### config.mk
export PLATFORM = sky130hd
export DESIGN_NAME = scf_fifo_top
export DESIGN_NICKNAME = d
export VERILOG_FILES = /design/src/core/scf_pkg.sv /design/src/core/scf_fifo_top.sv
export VERILOG_INCLUDE_DIRS = /design/src /design/src/core
export SDC_FILE = /design/constraint.sdc
export NUM_CORES = 1
export LEC_CHECK = 0
export BUFFER_PORTS_ARGS = -buffer_cell sky130_fd_sc_hd__buf_2
export CELL_PAD_IN_SITES_DETAIL_PLACEMENT = 2
export CELL_PAD_IN_SITES_GLOBAL_PLACEMENT = 2
export CORE_MARGIN = 10
export CORE_UTILIZATION = 53
export CTS_CLUSTER_DIAMETER = 120
export DETAILED_ROUTE_END_ITERATION = 8
export PLACE_DENSITY_LB_ADDON = 0.1
export SYNTH_ARGS = -nofsm -noshare
export SYNTH_HDL_FRONTEND = slang
export SYNTH_SLANG_ARGS = --single-unit
### constraint.sdc
create_clock -name core_clk_in -period 6.6 [get_ports core_clk_in]
set_input_delay 0.33 -clock core_clk_in [delete_from_list [all_inputs] [get_ports core_clk_in]]
set_output_delay 0.33 -clock core_clk_in [all_outputs]
set_load 0.02 [all_outputs]
### src/core/scf_defs.svh
// Purpose: constants for the dual-clock 9-bit FIFO core
// Assumes: included by bare name from the design file
// Notes: depth must stay a power of two for pointer wrap
`ifndef SCF_DEFS_SVH
`define SCF_DEFS_SVH

`define SCF_WIDTH 9
`define SCF_DEPTH 64
`define SCF_AW 6
`define SCF_PW 7
`define SCF_DEPTH_P 7'h40
`define SCF_STAGE_DEPTH 8
`define SCF_OFS_N 4
`define SCF_OFS_EMPTY_LO 2'h0
`define SCF_OFS_EMPTY_HI 2'h1
`define SCF_OFS_FULL_LO 2'h2
`define SCF_OFS_FULL_HI 2'h3
`define SCF_OFS_LO_RST 8'h07
`define SCF_OFS_HI_RST 8'h00
`define SCF_SYNC_W 17

`endif

### src/core/scf_pkg.sv
// Purpose: shared types of the dual-clock 9-bit FIFO core
// Assumes: nothing
// Notes: mode is latched while the reset pin is low
package scf_pkg;
    typedef enum logic {SCF_MODE_TWO_EN, SCF_MODE_PROG} scf_mode_t;
endpackage : scf_pkg

### src/core/scf_fifo_top.sv
// Purpose: dual-clock 9-bit FIFO with empty, full and programmable flags
// Assumes: pin clocks well below core_clk_in / 2, so each edge is seen
// Notes: every pin input passes a two-flop synchroniser on core_clk_in
// Function
// - reset pin low samples second enable: high two-enable, low offset load
// - two-enable write needs primary low, second high, full flag high
// - programmable mode writes while primary enable is low and load is high
// - writes while full are dropped; memory and pointer unchanged
// - read edge with both read enables low and not empty pops a word
// - load low and primary low writes selected offset register
// - load low and both read enables low outputs selected offset register, unless an offset write lands in the same cycle
// - empty flags change only on read edges; empty low when no words
// - full flags change only on write edges; full low when all used
// - almost-empty low when count at or below empty offset
// - almost-full low when free space within full offset
// - both offsets default to seven after reset
// - each flag holds its value at least one governing clock cycle
// - reset clears both pointers and drives empty flag low
// - reset drives data outputs low and flags to reset state
// - output enable low drives outputs, high releases them
// - reads while empty ignored; outputs keep last word
// - writes sequential and independent of reads; clocks may be tied
// - array of 64 to 8K words of 9 bits, separate pointers; this core builds the 64-word array only
// - four 8-bit offset registers: empty lo/hi, full lo/hi
// - offset accesses step in sequence and wrap; pointer kept
// - almost-empty high on read edge once count exceeds offset
// - almost-full high on write edge when free exceeds full offset
`include "scf_defs.svh"
`timescale 1ns/1ps
`default_nettype none

module scf_stage_fifo #(
    parameter int WIDTH = 9,
    parameter int DEPTH = 8
) (
    // clock and reset
    input wire logic clk_in,
    input wire logic rstn_in,
    input wire logic flush_in,
    // fill side
    input wire logic in_valid_in,
    output logic in_ready_out,
    input wire logic [WIDTH-1:0] in_data_in,
    // drain side
    output logic out_valid_out,
    input wire logic out_ready_in,
    output logic [WIDTH-1:0] out_data_out
);
    localparam int AW = $clog2(DEPTH);
    logic [WIDTH-1:0] mem_r [DEPTH];
    logic [AW-1:0] head_r;
    logic [AW-1:0] tail_r;
    logic [AW:0] cnt_r;
    wire push = in_valid_in & in_ready_out;
    wire pop = out_valid_out & out_ready_in;

    assign in_ready_out = (cnt_r != (AW+1)'(DEPTH));
    assign out_valid_out = (cnt_r != '0);
    assign out_data_out = mem_r[head_r];

    always_ff @(posedge clk_in)
    begin
        if (push)
            mem_r[tail_r] <= in_data_in;
    end

    // index wrap relies on a power-of-two depth
    always_ff @(posedge clk_in or negedge rstn_in)
    begin
        if (!rstn_in)
        begin
            head_r <= '0;
            tail_r <= '0;
            cnt_r <= '0;
        end
        else if (flush_in)
        begin
            head_r <= '0;
            tail_r <= '0;
            cnt_r <= '0;
        end
        else
        begin
            head_r <= head_r + AW'(pop);
            tail_r <= tail_r + AW'(push);
            cnt_r <= cnt_r + (AW+1)'(push) - (AW+1)'(pop);
        end
    end
endmodule : scf_stage_fifo

module scf_fifo_top (
    // core clock and reset
    input wire logic core_clk_in,
    input wire logic resetn_in,
    // pin clocks and reset
    input wire logic wclk_in,
    input wire logic rclk_in,
    input wire logic reset_n_in,
    // write side pins
    input wire logic [8:0] data_in,
    input wire logic write_enable_primary_n_in,
    input wire logic write_enable_second_or_load_in,
    // read side pins
    input wire logic read_enable_a_n_in,
    input wire logic read_enable_b_n_in,
    input wire logic output_enable_n_in,
    output logic [8:0] data_out,
    output logic data_out_en_out,
    // flags
    output logic empty_flag_n_out,
    output logic almost_empty_flag_n_out,
    output logic full_flag_n_out,
    output logic almost_full_flag_n_out
);
    function automatic logic [`SCF_PW-1:0] bin2gray(
        input logic [`SCF_PW-1:0] b);
        bin2gray = b ^ (b >> 1);
    endfunction : bin2gray

    function automatic logic [`SCF_PW-1:0] gray2bin(
        input logic [`SCF_PW-1:0] g);
        logic [`SCF_PW-1:0] b;
        b = g;
        for (int i = `SCF_PW - 2; i >= 0; i--)
            b[i] = b[i+1] ^ g[i];
        gray2bin = b;
    endfunction : gray2bin

    logic [`SCF_SYNC_W-1:0] pin_s1_r;
    logic [`SCF_SYNC_W-1:0] pin_s2_r;
    logic wclk_s3_r;
    logic rclk_s3_r;
    scf_pkg::scf_mode_t mode_r;
    logic [`SCF_WIDTH-1:0] mem_r [`SCF_DEPTH];
    logic [`SCF_PW-1:0] wptr_r;
    logic [`SCF_PW-1:0] cptr_r;
    logic [`SCF_PW-1:0] rptr_r;
    logic [`SCF_PW-1:0] cptr_gray_r;
    logic [`SCF_PW-1:0] rptr_gray_r;
    logic [`SCF_PW-1:0] cg_s1_r;
    logic [`SCF_PW-1:0] cg_s2_r;
    logic [`SCF_PW-1:0] rg_s1_r;
    logic [`SCF_PW-1:0] rg_s2_r;
    logic [7:0] ofs_r [`SCF_OFS_N];
    logic [1:0] sel_r;

    // synchronised pins
    wire wclk_s = pin_s2_r[16];
    wire rclk_s = pin_s2_r[15];
    wire rs_active = ~pin_s2_r[14];
    wire write_enable_primary_n_n = pin_s2_r[13];
    wire second_hi = pin_s2_r[12];
    wire ren_a_n = pin_s2_r[11];
    wire ren_b_n = pin_s2_r[10];
    wire oe_n = pin_s2_r[9];
    wire [8:0] din = pin_s2_r[8:0];
    wire wr_edge = wclk_s & ~wclk_s3_r;
    wire rd_edge = rclk_s & ~rclk_s3_r;

    // decode of the pin requests
    wire load_act = (mode_r == scf_pkg::SCF_MODE_PROG) & ~second_hi;
    wire stage_ready;
    wire stage_valid;
    wire [8:0] stage_data;
    wire fifo_wr = wr_edge & ~rs_active & ~write_enable_primary_n_n & second_hi
        & full_flag_n_out & stage_ready;
    wire ofs_wr = wr_edge & ~rs_active & ~write_enable_primary_n_n & load_act;
    wire rd_req = rd_edge & ~rs_active & ~ren_a_n & ~ren_b_n;
    wire ofs_rd = rd_req & load_act & ~ofs_wr;
    wire fifo_rd = rd_req & ~load_act & empty_flag_n_out;
    // one-port array model: a pop steals the cycle from the drain
    wire drain = stage_valid & ~fifo_rd;

    // flag arithmetic
    wire [`SCF_PW-1:0] wptr_nxt = wptr_r + `SCF_PW'(fifo_wr);
    wire [`SCF_PW-1:0] rptr_nxt = rptr_r + `SCF_PW'(fifo_rd);
    wire [`SCF_PW-1:0] wr_used = wptr_nxt - gray2bin(rg_s2_r);
    wire [`SCF_PW-1:0] wr_free = `SCF_DEPTH_P - wr_used;
    wire [`SCF_PW-1:0] rd_used = gray2bin(cg_s2_r) - rptr_nxt;
    wire [15:0] empty_ofs = {ofs_r[`SCF_OFS_EMPTY_HI],
        ofs_r[`SCF_OFS_EMPTY_LO]};
    wire [15:0] full_ofs = {ofs_r[`SCF_OFS_FULL_HI], ofs_r[`SCF_OFS_FULL_LO]};
    wire full_n_nxt = (wr_used != `SCF_DEPTH_P);
    wire afull_n_nxt = ({9'h000, wr_free} > full_ofs);
    wire empty_n_nxt = (rd_used != `SCF_PW'(0));
    wire aempty_n_nxt = ({9'h000, rd_used} > empty_ofs);

    // small staging buffer; its ready gates the write acceptance
    scf_stage_fifo #(
        .WIDTH(`SCF_WIDTH),
        .DEPTH(`SCF_STAGE_DEPTH)
    ) u_stage (
        .clk_in(core_clk_in),
        .rstn_in(resetn_in),
        .flush_in(rs_active),
        .in_valid_in(fifo_wr),
        .in_ready_out(stage_ready),
        .in_data_in(din),
        .out_valid_out(stage_valid),
        .out_ready_in(~fifo_rd),
        .out_data_out(stage_data)
    );

    always_ff @(posedge core_clk_in or negedge resetn_in)
    begin
        if (!resetn_in)
        begin
            pin_s1_r <= '0;
            pin_s2_r <= '0;
            wclk_s3_r <= 1'b0;
            rclk_s3_r <= 1'b0;
        end
        else
        begin
            pin_s1_r <= {wclk_in, rclk_in, reset_n_in,
                write_enable_primary_n_in, write_enable_second_or_load_in,
                read_enable_a_n_in, read_enable_b_n_in, output_enable_n_in,
                data_in};
            pin_s2_r <= pin_s1_r;
            wclk_s3_r <= wclk_s;
            rclk_s3_r <= rclk_s;
        end
    end

    // mode strap caught from the synchronised pin while reset is low
    always_ff @(posedge core_clk_in or negedge resetn_in)
    begin
        if (!resetn_in)
            mode_r <= scf_pkg::SCF_MODE_TWO_EN;
        else if (rs_active)
            mode_r <= second_hi ? scf_pkg::SCF_MODE_TWO_EN
                : scf_pkg::SCF_MODE_PROG;
    end

    always_ff @(posedge core_clk_in)
    begin
        if (drain)
            mem_r[cptr_r[`SCF_AW-1:0]] <= stage_data;
    end

    // pointers; write slot reserved at acceptance, committed at drain
    always_ff @(posedge core_clk_in or negedge resetn_in)
    begin
        if (!resetn_in)
        begin
            wptr_r <= '0;
            cptr_r <= '0;
            rptr_r <= '0;
        end
        else if (rs_active)
        begin
            wptr_r <= '0;
            cptr_r <= '0;
            rptr_r <= '0;
        end
        else
        begin
            wptr_r <= wptr_nxt;
            cptr_r <= cptr_r + `SCF_PW'(drain);
            rptr_r <= rptr_nxt;
        end
    end

    // gray copies are registered so the crossing never sees a glitch
    always_ff @(posedge core_clk_in or negedge resetn_in)
    begin
        if (!resetn_in)
        begin
            cptr_gray_r <= '0;
            rptr_gray_r <= '0;
            cg_s1_r <= '0;
            cg_s2_r <= '0;
            rg_s1_r <= '0;
            rg_s2_r <= '0;
        end
        else
        begin
            cptr_gray_r <= bin2gray(cptr_r);
            rptr_gray_r <= bin2gray(rptr_r);
            cg_s1_r <= cptr_gray_r;
            cg_s2_r <= cg_s1_r;
            rg_s1_r <= rptr_gray_r;
            rg_s2_r <= rg_s1_r;
        end
    end

    // offset registers and their shared selection pointer
    always_ff @(posedge core_clk_in or negedge resetn_in)
    begin
        if (!resetn_in)
        begin
            ofs_r[`SCF_OFS_EMPTY_LO] <= `SCF_OFS_LO_RST;
            ofs_r[`SCF_OFS_EMPTY_HI] <= `SCF_OFS_HI_RST;
            ofs_r[`SCF_OFS_FULL_LO] <= `SCF_OFS_LO_RST;
            ofs_r[`SCF_OFS_FULL_HI] <= `SCF_OFS_HI_RST;
            sel_r <= `SCF_OFS_EMPTY_LO;
        end
        else if (rs_active)
        begin
            ofs_r[`SCF_OFS_EMPTY_LO] <= `SCF_OFS_LO_RST;
            ofs_r[`SCF_OFS_EMPTY_HI] <= `SCF_OFS_HI_RST;
            ofs_r[`SCF_OFS_FULL_LO] <= `SCF_OFS_LO_RST;
            ofs_r[`SCF_OFS_FULL_HI] <= `SCF_OFS_HI_RST;
            sel_r <= `SCF_OFS_EMPTY_LO;
        end
        else
        begin
            if (ofs_wr)
                ofs_r[sel_r] <= din[7:0];
            if (ofs_wr | ofs_rd)
                sel_r <= sel_r + 2'h1;
        end
    end

    // outputs and flags, each flag moved only by its own side's edge
    always_ff @(posedge core_clk_in or negedge resetn_in)
    begin
        if (!resetn_in)
        begin
            data_out <= '0;
            data_out_en_out <= 1'b0;
            empty_flag_n_out <= 1'b0;
            almost_empty_flag_n_out <= 1'b0;
            full_flag_n_out <= 1'b1;
            almost_full_flag_n_out <= 1'b1;
        end
        else
        begin
            data_out_en_out <= ~oe_n;
            if (rs_active)
            begin
                data_out <= '0;
                empty_flag_n_out <= 1'b0;
                almost_empty_flag_n_out <= 1'b0;
                full_flag_n_out <= 1'b1;
                almost_full_flag_n_out <= 1'b1;
            end
            else
            begin
                if (fifo_rd)
                    data_out <= mem_r[rptr_r[`SCF_AW-1:0]];
                else if (ofs_rd)
                    data_out <= {1'b0, ofs_r[sel_r]};
                if (rd_edge)
                begin
                    empty_flag_n_out <= empty_n_nxt;
                    almost_empty_flag_n_out <= aempty_n_nxt;
                end
                if (wr_edge)
                begin
                    full_flag_n_out <= full_n_nxt;
                    almost_full_flag_n_out <= afull_n_nxt;
                end
            end
        end
    end

    a_full_drops_write: assert property (
        @(posedge core_clk_in) disable iff (!resetn_in)
        (!full_flag_n_out && !rs_active) |=> $stable(wptr_r))
        else $error("write accepted while full");

    a_empty_keeps_out: assert property (
        @(posedge core_clk_in) disable iff (!resetn_in)
        (rd_edge && !empty_flag_n_out && !load_act && !rs_active)
        |=> $stable(data_out) && $stable(rptr_r))
        else $error("read taken while empty");

    a_empty_on_redge: assert property (
        @(posedge core_clk_in) disable iff (!resetn_in)
        $changed(empty_flag_n_out) |-> $past(rd_edge || rs_active))
        else $error("empty flag moved without read edge");

    a_full_on_wedge: assert property (
        @(posedge core_clk_in) disable iff (!resetn_in)
        $changed(almost_full_flag_n_out) |-> $past(wr_edge || rs_active))
        else $error("almost full moved without write edge");

    a_flag_holds: assert property (
        @(posedge core_clk_in) disable iff (!resetn_in)
        ($changed(full_flag_n_out) && !rs_active) |=> $stable(full_flag_n_out))
        else $error("full flag changed twice in a row");

    a_reset_clears: assert property (
        @(posedge core_clk_in) disable iff (!resetn_in)
        rs_active |=> (wptr_r == '0) && (rptr_r == '0) && (data_out == '0)
        && !empty_flag_n_out)
        else $error("pin reset did not clear the fifo");

    a_ofs_default: assert property (
        @(posedge core_clk_in) disable iff (!resetn_in)
        rs_active |=> (empty_ofs == 16'h0007) && (full_ofs == 16'h0007))
        else $error("offsets not at default after reset");

    a_ofs_sel_step: assert property (
        @(posedge core_clk_in) disable iff (!resetn_in)
        (ofs_wr || ofs_rd) |=> (sel_r == $past(sel_r) + 2'h1))
        else $error("offset pointer did not advance");

    a_oe_drive: assert property (
        @(posedge core_clk_in) disable iff (!resetn_in)
        (!oe_n && !rs_active) |=> data_out_en_out)
        else $error("outputs not driven with enable low");
endmodule : scf_fifo_top

`default_nettype wire

==> impl_metrics.toml, run 1 <==
[global_routing]
grt_pass1_wl_mm = 141
grt_pass1_vias = 18400
antenna_found_initial = 1
track_usage_pct = 27.8
grt_max_degree = 86
grt-ovfl-total = 0

[cells_and_area]
layout_commonest_cell = "edfxtp_1"
fin_cells = 2570
final_area_um2 = 36100
layout.nets = 1802
area_growth_syn_to_layout_pct = 12.5
layout-drive-gt1-share_pct = 23.5
antennaDiodeCount = 0
layout_common_cells = "edfxtp_1, mux4_2, dfrtp_1, clkbuf_16, nor2_1"

[critical_path]
required_ns = 7.14
crit_buf_inv = 0
cp_top_family = "compound AO/OA/AOI/OAI gates"
cp_max_fo = 5
slowest_delay_ns = 0.44
cpMostUsedCell = "ha_1"
cp_slowest_cell = "a222oi_1"
path_cells = "nor2b_1, nand3b_1, a211oi_1, ha_1, ha_1, xor2_1, ha_1, a21oi_1, o21a_1, nor2_1, a222oi_1, xnor2_1, and4b_1, xor2_1, ha_1, nand4b_1, o2111ai_1, nor4_1, nand2_1, o21ai_0"
crit_type = "reg2reg"
critPathArrivalTime_ns = 5.75
startpoint_type = "flop"
critPathCaptureType = "flop"

[clock_network]
cts_tree = "done"
numCtsBuffers = 83
numClockSinks = 806
htree_levels = 3
cts_root_buf = "clkbuf_16"
clk_latency_ns = 0.65
clk_pin_slew_ns = 0.06
clk_path_buf_depth = 3

[flow_run]
drv_cap = 0

[placement]
place_area_um2 = 33100
dp_hpwl_mm = 54.3
dp_cells = 2399
numPortBuffers = 32
place_congestion = 0.817
place_ws_ns = 1.51

[drt]
wl_mm = 95.9
wl_met2_mm = 50.2
first_pass_iters = 5
ant_nets = 0
vias_per_cell = 6.46
highest_layer = "met5"
wire_per_inst_um = 37.3
post-route-drc-count = 0
met1_length_mm = 37.4
drtIter0Drc = 1703
vias = 16600
wl_met3_mm = 5.14

[floorplan]
ioPinCount = 33
dieWidth_um = 266
die_area_um2 = 70800
initial_core_util_pct = 53.3
fp.coreArea_um2 = 60100
chipHeight_um = 266
placementRows = 90

[pwr]
p_sw_w = 0.00358
swShare_pct = 27.3
p_int_w = 0.00953
irDropWorstVdd_v = 0.000267
pwr-share-comb_pct = 13.4
p_leak_nw = 12.2
power.density_nw_per_um2 = 363
power_w = 0.0131
clkPwrFrac_pct = 37.7
sequentialPowerShare_pct = 48.9

[timing]
maxSlewViolCount = 0
hold_violations = 0
final.period_utilization_pct = 79.0
fmax_mhz = 192
layout_min_cycle_time_ns = 5.21
worst_slew_pin_slew_ns = 1.23
setup_violations = 0
setup_tns_ns = 0
slew_headroom_pct = 17.7
grt_setup_unrepaired = "no"
setup_ws_ns = 1.39
finClkSkew_ns = 0.0315

[logic_synthesis]
yosys_warnings = 0
synthesis.area_um2 = 32100
synth_area_leaders = "edfxtp_1, mux4_2, dfrtp_1"
synthCells = 1635
synth_top_area_share_pct = 60.7
synthFlopType = "edfxtp_1"
synth_top_cell_by_area = "edfxtp_1"
ys_seq_area_share_pct = 73.0
ys_types = 53
synth-seq-cells = 806
synth_edf_count = 648
synth_async_sr_flop_share_pct = 19.6
syn_nets = 1717
avgSynthCellArea_um2 = 19.6

[hold_path]
min_path_type = "in2async"

[run_status]
status = "completed"
worst reg2reg max path: stages, from the launching register on:
cell	delay [ns]
dfrtp_1	0.38
nor2b_1	0.31
nand3b_1	0.22
a211oi_1	0.38
ha_1	0.28
ha_1	0.24
xor2_1	0.27
ha_1	0.33
a21oi_1	0.17
o21a_1	0.21
nor2_1	0.06
a222oi_1	0.44
xnor2_1	0.16
and4b_1	0.32
xor2_1	0.18
ha_1	0.26
nand4b_1	0.10
o2111ai_1	0.12
nor4_1	0.38
nand2_1	0.10
o21ai_0	0.20
Yosys cell counts (all sizes together), types with 2 or more instances:
cell type / instances
inv: 39
o21a: 6
mux2i: 11
dfstp: 8
mux2: 9
nor3: 4
a22oi: 8
and2: 25
a21oi: 15
nand4: 2
nand4b: 2
nand2: 67
o211ai: 9
ha: 60
a32oi: 9
mux4: 206
buf: 34
nor2: 85
nor2b: 15
nand3: 49
fa: 3
o21ai: 13
a31oi: 2
xnor2: 19
a21boi: 27
edfxtp: 648
xor2: 34
nand3b: 2
nor4: 4
clkbuf: 40
nand2b: 14
dfrtp: 150
and3: 4
registers in the layout (all words and copies together) (netlist names), 9 cells and up:
| name | flops |
|---|---|
| u_stage.mem_r | 72 |
| mem_r | 576 |
| pin_s1_r | 17 |
| data_out | 9 |
| full_ofs | 16 |
| empty_ofs | 16 |
| pin_s2_r | 17 |
metrics by stage:
stage	util, %	hold slack (ns)
after floorplan	-	0.0344
after global placement	55.0	0.332
after detailed placement	55.0	0.336
after CTS	60.0	0.313
after global routing	60.0	0.325
final	60.0	0.309
cell type report:
class | instances | area, um2
fillers | 4816 | 24000
flip-flops and latches | 806 | 23400
multi-input cells | 716 | 8180
clock buffers | 112 | 2350
well taps | 782 | 978
repair buffers | 74 | 539
clock inverters | 41 | 458
inverters | 39 | 146
repair_timing:
action                                 CTS  global route
endpoints found under the hold margin   95             0
setup buffers                            0             0
hold buffers                            18             0
resized for setup                        0             0
power groups by stage:
| stage | Clock, W | Sequential [W] | Combinational (W) |
|---|---|---|---|
| after global placement | 0 | 0.00648 | 0.00152 |
| final | 0.00494 | 0.00642 | 0.00176 |
| after detailed placement | 0 | 0.00651 | 0.00170 |
| after global routing | 0.00518 | 0.00643 | 0.00187 |
| after CTS | 0.00499 | 0.00642 | 0.00177 |
| after floorplan | 0 | 0.00643 | 0.000872 |
kinds of logic after synthesis:
family,share of synthesized area (%)
compound gates,2.02
xor+xnor,1.70
fa+ha+maj,2.53
buf+inv,1.48
flops,73.0
mux,15.1
simple gates,4.12
final timing paths:
| check | startpoint | endpoint | slack, ns | depth (start not counted) |
|---|---|---|---|---|
| min | resetn_in | wptr_r[4] | 0.31 | 2 |
| min reg2reg | rg_s1_r[5] | rg_s2_r[5] | 0.35 | 0 |
| max | wclk_s3_r | almost_full_flag_n_out | 1.39 | 20 |
| max in group asynchronous | resetn_in | pin_s2_r[14] | 4.69 | 3 |
| min in group core_clk_in | reset_n_in | pin_s1_r[14] | 0.34 | 2 |
| max reg2reg | wclk_s3_r | almost_full_flag_n_out | 1.39 | 20 |
per-layer routing:
layer	up-vias	GRT usage (%)
li1	6628	-
met1	9084	35.2
met2	701	48.2
met3	185	4.62
met4	2	9.48
met5	-	0
(Power assumes the default switching activity.)
==> inputs of run 2 (changes only) <==
- CORE_UTILIZATION: 53 -> 50
- clock period: 6.6 -> 5.4 ns (I/O delays scaled with it)
==> run 2 against run 1 <==
Die area up 5.5%. Non-clock buffer count up 34. Sequential power up 22%. Worst hold slack worse by 0.23 ns. Critical path type unchanged.
==> impl_metrics.toml, run 2 (synthesized netlist as in run 1, its figures left out) <==
[drt]
wire_per_inst_um = 34.0
vias_per_cell = 6.13
drtIter0Drc = 1391
first_pass_iters = 5
ant_nets = 0
vias = 16300
post-route-drc-count = 0
wl_mm = 90.7

[cells_and_area]
layout_common_cells = "edfxtp_1, mux4_2, dfrtp_1, clkbuf_16, nor2_1"
layout-drive-gt1-share_pct = 24.7
largest_reg_flops = 576
top_register = "mem_r"
nFillCells = 5184
area_growth_syn_to_layout_pct = 13.6
final_area_um2 = 36400
layout_commonest_cell = "edfxtp_1"
layout.nets = 1837
top_regs = "mem_r (576), u_stage.mem_r (72)"
antennaDiodeCount = 0

[clock_network]
clk_pin_slew_ns = 0.06
cts_tree = "done"
clk_latency_ns = 0.65
numCtsBuffers = 84
cts_root_buf = "clkbuf_16"
htree_levels = 3
numClockSinks = 806
cts_setup_buffers = 0
clk_path_buf_depth = 3

[pwr]
power.density_nw_per_um2 = 437
irDropWorstVdd_v = 0.000331
power_w = 0.0159
p_leak_nw = 12.4

[critical_path]
crit_type = "reg2reg"
critPathCaptureType = "flop"
rrSetupSlack_ns = 0.38
critPathArrivalTime_ns = 5.56
startpoint_type = "flop"
required_ns = 5.95
cp_max_fo = 7

[timing]
fmax_mhz = 199
final.period_utilization_pct = 92.9
layout_min_cycle_time_ns = 5.02
finClkSkew_ns = 0.0370
setup_violations = 0
worst_slew_pin_slew_ns = 1.38
hold_violations = 0
maxSlewViolCount = 0
slew_headroom_pct = 7.77
setup_tns_ns = 0

[placement]
numPortBuffers = 32
dp_hpwl_mm = 53.9
place_area_um2 = 33500
place_congestion = 0.812

[floorplan]
ioPinCount = 33
die_area_um2 = 74700
chipHeight_um = 273
fp.coreArea_um2 = 63300
initial_core_util_pct = 50.7
dieWidth_um = 273
placementRows = 92

[global_routing]
track_usage_pct = 24.8
grt_pass1_wl_mm = 134
grt_pass1_vias = 18300
grt_max_degree = 98
grt-ovfl-total = 0
antenna_found_initial = 0

[hold_path]
min_path_type = "in2async"

[flow_run]
drv_cap = 0

[run_status]
status = "completed"
run 2: cell count changes in the layout (fill, tap and decap cells not counted), moves of 3 or more:
cell | previous run | this run
buf_4 | 23 | 56
clkbuf_1 | 16 | 23
clkbuf_8 | 10 | 6
clkbuf_16 | 86 | 89
clkinv_4 | 3 | 0
clkinv_8 | 3 | 0
run 2: path summary, 6_finish.rpt:
check / endpoint / start / cells after the start
setup / recovery: almost_full_flag_n_out / rg_s2_r[6] / 21
setup reg to reg: almost_full_flag_n_out / rg_s2_r[6] / 21
hold reg to reg: cg_s1_r[5] / cptr_gray_r[5] / 0
max in group asynchronous: empty_ofs[6] / resetn_in / 3
hold / removal: wptr_r[6] / resetn_in / 2
min in group core_clk_in: pin_s1_r[1] / data_in[1] / 2
run 2: final cells by class:
cell class	count	area [um2]	share of cell area, %
flip-flops and latches	806	23400	64.3
multi-input cells	716	8220	22.6
repair buffers	108	807	2.21
clock inverters	34	377	1.03
well taps	846	1060	2.91
inverters	39	146	0.402
clock buffers	118	2400	6.58
run 2: timing repair:
action,in CTS,in global routing
setup endpoints to repair,0,1
resized for setup,0,3
hold endpoints to repair,41,0
hold buffers,18,0
run 2: critical path: stages (launching register included):
cell       delay, ns
dfrtp_1         0.41
xnor2_2         0.31
xor2_4          0.30
xor2_4          0.24
xor2_2          0.23
xor2_2          0.25
xnor2_1         0.10
ha_1            0.22
fa_1            0.40
nand2b_1        0.17
a21oi_1         0.32
xnor2_1         0.15
or2_1           0.24
mux2i_1         0.21
and4b_1         0.29
xor2_1          0.17
ha_1            0.26
nand4b_1        0.10
o2111ai_1       0.12
nor4_2          0.21
nand2_1         0.09
o21ai_0         0.15
run 2: power breakdown:
group	internal, W	switching, W	total (W)	leakage [nW]
sequential	0.00768	0.000165	0.00784	7.90
combinational	0.000545	0.00159	0.00214	3.11
clock	0.00344	0.00251	0.00595	1.35
run 2: layer usage:
| layer | track usage [%] | up-vias | routed length [um] |
|---|---|---|---|
| met5 | 0 | - | 0 |
| li1 | - | 6714 | - |
| met3 | 4.52 | 155 | 4930 |
| met4 | 8.27 | 0 | 2840 |
| met2 | 42.9 | 518 | 47100 |
| met1 | 31.3 | 8958 | 35800 |
run 2: per-stage QoR:
step,hold WS (ns),utilization (%),setup slack [ns],instances
after floorplan,-0.0256,-,0.975,1635
after global placement,0.149,52.8,0.529,2497
after detailed placement,0.148,52.8,0.293,2497
after CTS,0.0584,57.5,0.277,2667
after global routing,0.103,57.6,-0.000493,2667
final,0.0776,57.6,0.384,2667
